==> src/compact_timer_cfg.svh <==
`ifndef COMPACT_TIMER_CFG_SVH
`define COMPACT_TIMER_CFG_SVH

// Register byte offsets
`define OFS_CTRL0        12'h000
`define OFS_CTRL1        12'h004
`define OFS_COUNT        12'h008
`define OFS_FINE         12'h00C
`define OFS_FLAGS        12'h010

// Control zero fields
`define C0_HOLD          7
`define C0_CLK_HI        6
`define C0_CLK_LO        4
`define C0_RUN           3
`define C0_RP_HI         2
`define C0_RP_LO         0

// Control one fields
`define C1_MODE_HI       7
`define C1_MODE_LO       6
`define C1_IO_HI         5
`define C1_IO_LO         4
`define C1_OC            3
`define C1_POL           2
`define C1_DPX           1
`define C1_CCLR          0

// Flag bits
`define FLG_FINE         0
`define FLG_COARSE       1

`define CTRL_RST         8'h00
`define CNT_RST          10'h000
`define FULL_SPAN        11'h400
`define CNT_MAX          10'h3FF
`define DIV4_LAST        2'h3
`define COARSE_SHIFT     7

// Count clock selections
`define CKS_SYS_DIV4     3'h0
`define CKS_SYS          3'h1
`define CKS_HI_DIV16     3'h2
`define CKS_HI_DIV64     3'h3
`define CKS_TIMEBASE     3'h4
`define CKS_PIN_RISE     3'h6
`define CKS_PIN_FALL     3'h7
`define CKS_RESERVED     3'h5

// Pin actions
`define IO_NONE          2'h0
`define IO_LOW           2'h1
`define IO_HIGH          2'h2
`define IO_TOGGLE        2'h3

`endif

==> src/compact_timer_pkg.sv <==
package compact_timer_pkg;

  typedef enum logic [1:0] {
    MODE_COMPARE = 2'b00,
    MODE_UNDEF   = 2'b01,
    MODE_PWM     = 2'b10,
    MODE_TIMER   = 2'b11
  } mode_t;

  typedef struct packed {
    logic [7:0]  ctrl0;
    logic [7:0]  ctrl1;
    logic [9:0]  fine;
    logic [9:0]  cnt;
    logic [1:0]  flags;
    logic        pin;
    logic        run_prev;
    logic        ext_prev;
    logic [1:0]  div;
    logic [31:0] rdata;
    logic        out_a;
    logic        out_en;
  } state_t;

endpackage

==> src/compact_timer_pwm.sv <==
// The register addresses and the APB slave port are this design's own decisions.
`timescale 1ns/1ps
`include "compact_timer_cfg.svh"
// Functional notes
// - Coarse value compares counter bits 9..7; steps of 128, code 000 means 1024.
// - Coarse bits all zero: counter runs to maximum and overflows.
// - Clear select high clears on fine match; low on coarse match or overflow.
// - PWM mode ignores clear select; period register picked by swap bit clears.
// - Mode 00 compare output, 01 undefined, 10 PWM, 11 timer/counter.
// - Compare mode fine match: 00 keep, 01 low, 10 high, 11 toggle.
// - Compare mode pin changes only on fine matches and run rise, never on coarse.
// - Compare mode: pin loads initial level on run bit rising edge.
// - Action equal to present level leaves pin unchanged.
// - PWM actions: 00 inactive, 01 active, 10 waveform, 11 undefined.
// - PWM: initial level bit is active polarity; no effect in timer mode.
// - Invert bit inverts the pin level; no effect in timer mode.
// - Swap 0: coarse period, fine duty; swap 1: fine period, coarse duty.
// - Compare modes: clear select low raises both flags; high only fine flag.
// - Fine clear with fine value zero: overflow at 3FF, no fine flag.
// - Timer mode counts and flags as compare mode but leaves pin undriven.
// - PWM mode raises each flag on its own comparator match.
// - PWM: period match clears counter, starting a new period.
// - Duty at or above period holds output active all period.
// - Run rising clears counter; run falling keeps the value and stops.
// - Hold bit freezes counter; counting resumes from that value.
// - Count clock select: sys/4, sys, high/16, high/64, time base, pin edges.
// - Ten-bit up counter; fine value compared against all counter bits.
module compact_timer_pwm
  import compact_timer_pkg::*;
(
  input  wire logic        REF_CLK_IN,
  input  wire logic        NRST_IN,
  input  wire logic        CLK_EN_IN,
  input  wire logic        PSEL_IN,
  input  wire logic        PENABLE_IN,
  input  wire logic        PWRITE_IN,
  input  wire logic [11:0] PADDR_IN,
  input  wire logic [31:0] PWDATA_IN,
  output logic      [31:0] PRDATA_OUT,
  output logic             PREADY_OUT,
  output logic             PSLVERR_OUT,
  input  wire logic        HIGH_DIV16_TICK_IN,
  input  wire logic        HIGH_DIV64_TICK_IN,
  input  wire logic        TIME_BASE_TICK_IN,
  input  wire logic        EXTERNAL_COUNT_IN,
  output logic             TIMER_OUTPUT_A_OUT,
  output logic             TIMER_OUTPUT_B_OUT,
  output logic             TIMER_OUTPUT_EN_OUT
);

  state_t      s_q;
  state_t      s_d;

  // Reset leaves compare mode, which drives the pins from the first cycle
  localparam state_t rst_state = '{out_en: 1'b1, default: '0};

  mode_t       mode;
  logic [1:0]  io;
  logic [2:0]  rp;
  logic [2:0]  cks;
  logic        run;
  logic        hold;
  logic        oc;
  logic        pol;
  logic        dpx;
  logic        cclr;
  logic        run_rise;
  logic        tick;
  logic        advance;
  logic [10:0] inc;
  logic [10:0] coarse_val;
  logic [10:0] fine_val;
  logic [10:0] period_val;
  logic [10:0] duty_val;
  logic        coarse_hit;
  logic        fine_hit;
  logic        overflow;
  logic        clr_cnt;
  logic        set_fine;
  logic        set_coarse;
  logic        pwm_act;
  logic        lvl;
  logic        setup_ph;
  logic        access_ph;
  logic        wr;
  logic        mapped;
  logic [2:0]  nxt_rp;
  logic [10:0] nxt_coarse;
  logic [10:0] nxt_fine;
  logic [10:0] nxt_period;
  logic [10:0] nxt_duty;

  ////////////////////////////////////////////////////////////////////////////
  // Field decode
  always_comb begin
    mode = mode_t'(s_q.ctrl1[`C1_MODE_HI:`C1_MODE_LO]);
    io   = s_q.ctrl1[`C1_IO_HI:`C1_IO_LO];
    oc   = s_q.ctrl1[`C1_OC];
    pol  = s_q.ctrl1[`C1_POL];
    dpx  = s_q.ctrl1[`C1_DPX];
    cclr = s_q.ctrl1[`C1_CCLR];
    rp   = s_q.ctrl0[`C0_RP_HI:`C0_RP_LO];
    cks  = s_q.ctrl0[`C0_CLK_HI:`C0_CLK_LO];
    run  = s_q.ctrl0[`C0_RUN];
    hold = s_q.ctrl0[`C0_HOLD];
    run_rise = run && !s_q.run_prev;
  end

  ////////////////////////////////////////////////////////////////////////////
  // Count clock; pin edges seen by comparing with the previous sample
  always_comb begin
    case (cks)
      `CKS_SYS_DIV4: tick = (s_q.div == `DIV4_LAST);
      `CKS_SYS:      tick = 1'b1;
      `CKS_HI_DIV16: tick = HIGH_DIV16_TICK_IN;
      `CKS_HI_DIV64: tick = HIGH_DIV64_TICK_IN;
      `CKS_TIMEBASE: tick = TIME_BASE_TICK_IN;
      `CKS_PIN_RISE: tick = EXTERNAL_COUNT_IN && !s_q.ext_prev;
      `CKS_PIN_FALL: tick = !EXTERNAL_COUNT_IN && s_q.ext_prev;
      default:       tick = 1'b0;
    endcase
    advance = run && !hold && !run_rise && tick;
  end

  ////////////////////////////////////////////////////////////////////////////
  // Comparators; zero codes stand for a full 1024-count span
  always_comb begin
    inc        = {1'b0, s_q.cnt} + 11'h001;
    coarse_val = (rp == 3'h0) ? `FULL_SPAN
                              : {1'b0, rp, 7'h00};
    fine_val   = (s_q.fine == 10'h000) ? `FULL_SPAN : {1'b0, s_q.fine};
    overflow   = (s_q.cnt == `CNT_MAX);
    coarse_hit = (inc == coarse_val);
    fine_hit   = (s_q.fine != 10'h000) && (inc == {1'b0, s_q.fine});
    period_val = dpx ? fine_val : coarse_val;
    duty_val   = dpx ? coarse_val : fine_val;
    if (mode == MODE_PWM) begin
      clr_cnt    = dpx ? (inc == fine_val) : coarse_hit;
      set_fine   = fine_hit;
      set_coarse = coarse_hit;
    end else if (cclr) begin
      clr_cnt    = fine_hit || overflow;
      set_fine   = fine_hit;
      set_coarse = 1'b0;
    end else begin
      clr_cnt    = coarse_hit;
      set_fine   = fine_hit;
      set_coarse = coarse_hit;
    end
  end

  ////////////////////////////////////////////////////////////////////////////
  // APB slave: read data captured in setup, so access is always zero-wait
  always_comb begin
    setup_ph  = PSEL_IN && !PENABLE_IN;
    access_ph = PSEL_IN && PENABLE_IN;
    wr        = access_ph && PWRITE_IN;
    mapped    = (PADDR_IN == `OFS_CTRL0) || (PADDR_IN == `OFS_CTRL1) ||
                (PADDR_IN == `OFS_COUNT) || (PADDR_IN == `OFS_FINE)  ||
                (PADDR_IN == `OFS_FLAGS);
    PREADY_OUT  = 1'b1;
    PSLVERR_OUT = access_ph && !mapped;
    PRDATA_OUT  = s_q.rdata;
  end

  ////////////////////////////////////////////////////////////////////////////
  // Next state
  always_comb begin
    s_d = s_q;
    if (CLK_EN_IN) begin
      s_d.run_prev = run;
      s_d.ext_prev = EXTERNAL_COUNT_IN;
      s_d.div      = s_q.div + 2'h1;

      if (run_rise) begin
        s_d.cnt = `CNT_RST;
        if (mode == MODE_COMPARE) begin
          s_d.pin = oc;
        end
      end else if (advance) begin
        s_d.cnt = clr_cnt ? `CNT_RST : inc[9:0];
        if (mode == MODE_COMPARE && fine_hit) begin
          case (io)
            `IO_LOW:    s_d.pin = 1'b0;
            `IO_HIGH:   s_d.pin = 1'b1;
            `IO_TOGGLE: s_d.pin = !s_q.pin;
            default:    s_d.pin = s_q.pin;
          endcase
        end
      end

      // Writing one clears a flag, but a match in the same cycle wins
      if (wr && PADDR_IN == `OFS_FLAGS) begin
        s_d.flags = s_q.flags & ~PWDATA_IN[1:0];
      end
      if (advance && set_fine) begin
        s_d.flags[`FLG_FINE] = 1'b1;
      end
      if (advance && set_coarse) begin
        s_d.flags[`FLG_COARSE] = 1'b1;
      end

      if (wr) begin
        if (PADDR_IN == `OFS_CTRL0) begin
          s_d.ctrl0 = PWDATA_IN[7:0];
        end else if (PADDR_IN == `OFS_CTRL1) begin
          s_d.ctrl1 = PWDATA_IN[7:0];
        end else if (PADDR_IN == `OFS_FINE) begin
          s_d.fine = PWDATA_IN[9:0];
        end
      end

      if (setup_ph) begin
        if (PADDR_IN == `OFS_CTRL0) begin
          s_d.rdata = {24'h000000, s_q.ctrl0};
        end else if (PADDR_IN == `OFS_CTRL1) begin
          s_d.rdata = {24'h000000, s_q.ctrl1};
        end else if (PADDR_IN == `OFS_COUNT) begin
          s_d.rdata = {22'h000000, s_q.cnt};
        end else if (PADDR_IN == `OFS_FINE) begin
          s_d.rdata = {22'h000000, s_q.fine};
        end else if (PADDR_IN == `OFS_FLAGS) begin
          s_d.rdata = {30'h00000000, s_q.flags};
        end else begin
          s_d.rdata = 32'h00000000;
        end
      end
    end

    // Pin level follows the settled next state, so it never lags a cycle
    // Period and duty come from the next state too, so a register write
    // and the pin level it implies land on the same edge
    nxt_rp     = s_d.ctrl0[`C0_RP_HI:`C0_RP_LO];
    nxt_coarse = (nxt_rp == 3'h0) ? `FULL_SPAN : {1'b0, nxt_rp, 7'h00};
    nxt_fine   = (s_d.fine == 10'h000) ? `FULL_SPAN : {1'b0, s_d.fine};
    nxt_period = s_d.ctrl1[`C1_DPX] ? nxt_fine : nxt_coarse;
    nxt_duty   = s_d.ctrl1[`C1_DPX] ? nxt_coarse : nxt_fine;
    pwm_act = (nxt_duty >= nxt_period) ||
              ({1'b0, s_d.cnt} < nxt_duty);
    if (mode_t'(s_d.ctrl1[`C1_MODE_HI:`C1_MODE_LO]) == MODE_PWM) begin
      case (s_d.ctrl1[`C1_IO_HI:`C1_IO_LO])
        `IO_LOW:  lvl = s_d.ctrl1[`C1_OC];
        `IO_HIGH: lvl = pwm_act ? s_d.ctrl1[`C1_OC] : !s_d.ctrl1[`C1_OC];
        default:  lvl = !s_d.ctrl1[`C1_OC];
      endcase
    end else begin
      lvl = s_d.pin;
    end
    s_d.out_a  = lvl ^ s_d.ctrl1[`C1_POL];
    // Undefined mode also releases the pin; it cannot drive a known shape
    s_d.out_en = (s_d.ctrl1[`C1_MODE_HI:`C1_MODE_LO] == MODE_COMPARE) ||
                 (s_d.ctrl1[`C1_MODE_HI:`C1_MODE_LO] == MODE_PWM);
  end

  always_ff @(posedge REF_CLK_IN) begin
    if (!NRST_IN) begin
      s_q <= rst_state;
    end else begin
      s_q <= s_d;
    end
  end

  assign TIMER_OUTPUT_A_OUT  = s_q.out_a;
  assign TIMER_OUTPUT_B_OUT  = !s_q.out_a;
  assign TIMER_OUTPUT_EN_OUT = s_q.out_en;
endmodule

==> config.mk <==
export PLATFORM = sky130hd
export DESIGN_NAME = compact_timer_pwm
export DESIGN_NICKNAME = d
export VERILOG_FILES = /design/src/compact_timer_pkg.sv /design/src/compact_timer_pwm.sv
export VERILOG_INCLUDE_DIRS = /design/src
export SDC_FILE = /design/constraint.sdc
export NUM_CORES = 1
export LEC_CHECK = 0
export BUFFER_PORTS_ARGS = -buffer_cell sky130_fd_sc_hd__buf_2
export CORE_UTILIZATION = 60
export CTS_CLUSTER_DIAMETER = 80
export DETAILED_ROUTE_END_ITERATION = 10
export PLACE_DENSITY = 0.87
export SETUP_SLACK_MARGIN = 0.15
export SLEW_MARGIN = 5
export SYNTH_ARGS = -nofsm -noshare
export SYNTH_HDL_FRONTEND = slang
export SYNTH_SLANG_ARGS = --single-unit
==> constraint.sdc <==
create_clock -name REF_CLK_IN -period 13.3 [get_ports REF_CLK_IN]
set_input_delay 1.33 -clock REF_CLK_IN [delete_from_list [all_inputs] [get_ports REF_CLK_IN]]
set_output_delay 1.33 -clock REF_CLK_IN [all_outputs]
set_load 0.005 [all_outputs]
==> results.toml <==
[die]
dieHeight_um = 85.6
die_area_um2 = 7340
die_w_um = 85.6
io_pins = 91
core_um2 = 6790
rows = 30
initial_core_util = 0.618

[cells_and_area]
final_util = 0.648
n_antenna_cell = 0
multi_input_area_um2 = 2780
area_growth_pct = 4.80
final_nets = 591
fin_area_um2 = 4400
register_area_um2 = 1100
layout.cells.non_filler = 617
final_cell_mix = "56 x nand2_1, 55 x dfxtp_1, 45 x buf_2"
layout_commonest_cell = "nand2_1"
drive_gt1_frac = 0.155
fill_cells = 600

[routing]
vias = 3807
wl_um = 11000
viasPerCell = 6.17
routedWlPerCell_um = 17.8
drt_iter0_markers = 452
ant_nets = 0
remaining_drc_errors = 1
dr.pass1.iters = 8

[global_routing]
grt_max_degree = 55
grt_first_pass_wirelength_um = 17700
grt_use_total = 0.308
antenna_found_initial = 0
first_global_vias = 3577
grt_overflow = 0

[worst_setup_path]
cp-start-kind = "input pin"
cp_cell_sequence = "buf_2 > or4_4 > nor4_4 > nand3_1 > mux2i_1 > nand2_1 > or2_2 > ha_1 > a21o_1 > a21o_1 > a21o_1 > a21oi_1 > o21ai_0 > nor4_1 > o31ai_1 > and3b_1 > a311oi_2 > mux2_1"
crit_path_frequent_cell = "a21o_1"
arrival_ns = 7.41
slowest_stage = "mux2i_1"
crit_type = "input pin to flop"
cp.required_ns = 13.52
crit_path_end_kind = "flop"
critPathMaxFanout = 15
max_stage_delay_ns = 0.97

[placed_design]
hpwl_um = 8450
dpl_cell_area_um2 = 4280
gp_congestion = 0.997
dp_cells = 609
io_buffers = 45

[timing]
setup_viol = 0
tns_ns = 0
rsz0062_at_grt = "false"
slew_headroom = 0.326
maxSlewViolCount = 0
post-route-min-period_ns = 7.18
max_freq_ghz = 0.139
fin_hold_ws_ns = 0.468
skew_ns = 0.0131
tightest_slew_ns = 0.982
hold_viol = 0
min_period_over_period = 0.540

[yosys]
post_synth_inst_count = 504
synth_top_area_share = 0.262
ys_types = 69
ys_ff_latch = 55
synth-main-ff-cell = "dfxtp_1"
synth.avg_cell_area_um2 = 8.33
ys_warn_count = 0
yosysSeqAreaShare = 0.262
ys_top_cells_by_area = "dfxtp_1 26%, mux2i_1 8.1%, buf_4 5.9%, nor2b_1 5.4%, ha_1 5.1%"
synth_area_um2 = 4200
synth_edf_count = 0
synthArstFlopShare = 0
synth_area_leader_cell = "dfxtp_1"

[cts]
cts_hold_buffers = 0
cts_sinks = 55
postCtsSetupBuffers = 0
cts_tree = "done"
cts_buffer_depth = 2
ctsRootBufferMaster = "clkbuf_8"
cts_buffers = 5
cts_resized = 0
clkTransAtPathRegs_ns = 0.12
insertion_delay_ns = 0.32
cts_htree_levels = 2

[pwr]
ir_worst_vdd_v = 0.0000532
pwr_density_cell_nw_per_um2 = 70.9
leakagePower_nw = 1.98

[run_status]
outcome = "finished with violations"
violations = "design-rule violations"

[flow_run]
cap_violations = 0

[hold_path]
hp-class = "flop to flop"
## routing by layer
| metal | up-vias | global-route usage | wire length (um) | part of all wire |
|---|---|---|---|---|
| met5 | - | 0 | 0 | 0 |
| met4 | 0 | 0.109 | 329 | 0.030 |
| met3 | 31 | 0.0568 | 1030 | 0.093 |
| met2 | 234 | 0.517 | 5230 | 0.48 |
| met1 | 1781 | 0.397 | 4400 | 0.40 |
| li1 | 1761 | - | - | - |
## state kept, by name, indices dropped and copies added (netlist names)
| signal | flops |
|---|---|
| mode | 2 |
| pol | 1 |
| cclr | 1 |
| cks | 3 |
| oc | 1 |
| PRDATA_OUT | 10 |
| rp | 3 |
| s_q | 27 |
| TIMER_OUTPUT_EN_OUT | 1 |
| TIMER_OUTPUT_A_OUT | 1 |
| run | 1 |
| dpx | 1 |
| hold | 1 |
| io | 2 |
## Yosys cell counts, types with 15 or more instances
| master | instances |
|---|---|
| a21oi_1 | 17 |
| nor3_1 | 15 |
| buf_4 | 33 |
| nor2b_1 | 36 |
| o21ai_0 | 22 |
| mux2i_1 | 34 |
| and2_1 | 16 |
| dfxtp_1 | 55 |
| nand2_1 | 56 |
| nand3_1 | 16 |
| ha_1 | 17 |
## area by class of cell
class                      count  area share
tap                           96      0.0273
timing repair buffer          45      0.0512
clock inverter                 3      0.0125
sequential                    55       0.250
multi-input combinational    399       0.631
clock buffer                   5      0.0156
inverter                      14      0.0119
## kinds of logic after synthesis
group / count (synthesis) / share of synthesized area
AND/OR/NAND/NOR: 213 / 0.291
AO/OA/AOI/OAI: 85 / 0.140
buffers and inverters: 71 / 0.0951
flip-flops: 55 / 0.262
multiplexers: 44 / 0.124
adder cells (fa/ha/maj): 17 / 0.0507
XOR/XNOR: 17 / 0.0355
other: 2 / 0.00179
## report_power, final
part / switching (mW) / total (mW) / internal, mW
logic: 0.0136 / 0.0239 / 0.0103
clock network: 0.0630 / 0.121 / 0.0581
registers: 0.000877 / 0.167 / 0.166
total: 0.0774 / 0.312 / 0.235
## path summary, 6_finish.rpt
check                      from            endpoint  slack, ns  cells after the start
setup / recovery    PADDR_IN[7]  TIMER_OUTPUT_A_OUT       6.12                     18
hold / removal    PRDATA_OUT[6]       PRDATA_OUT[6]       0.47                      2
setup reg to reg        s_q[44]  TIMER_OUTPUT_A_OUT       7.52                     21
hold reg to reg   PRDATA_OUT[6]       PRDATA_OUT[6]       0.47                      2
## stage by stage
step	setup slack [ns]	total power [mW]
2_1_floorplan	7.72	0.190
3_3_place_gp	5.99	0.193
3_5_place_dp	5.75	0.194
4_1_cts	6.14	0.312
5_1_grt	5.68	0.321
6_report	6.12	0.312
## critical path: cells and delay by family
kind,cells,cell delay [ns]
adders and majority gates,1,0.30
and+or+nand+nor,7,3.12
buffers and inverters,1,0.09
AOI/OAI and AO/OA,7,1.23
muxes,2,1.32
(Power assumes the default switching activity.)
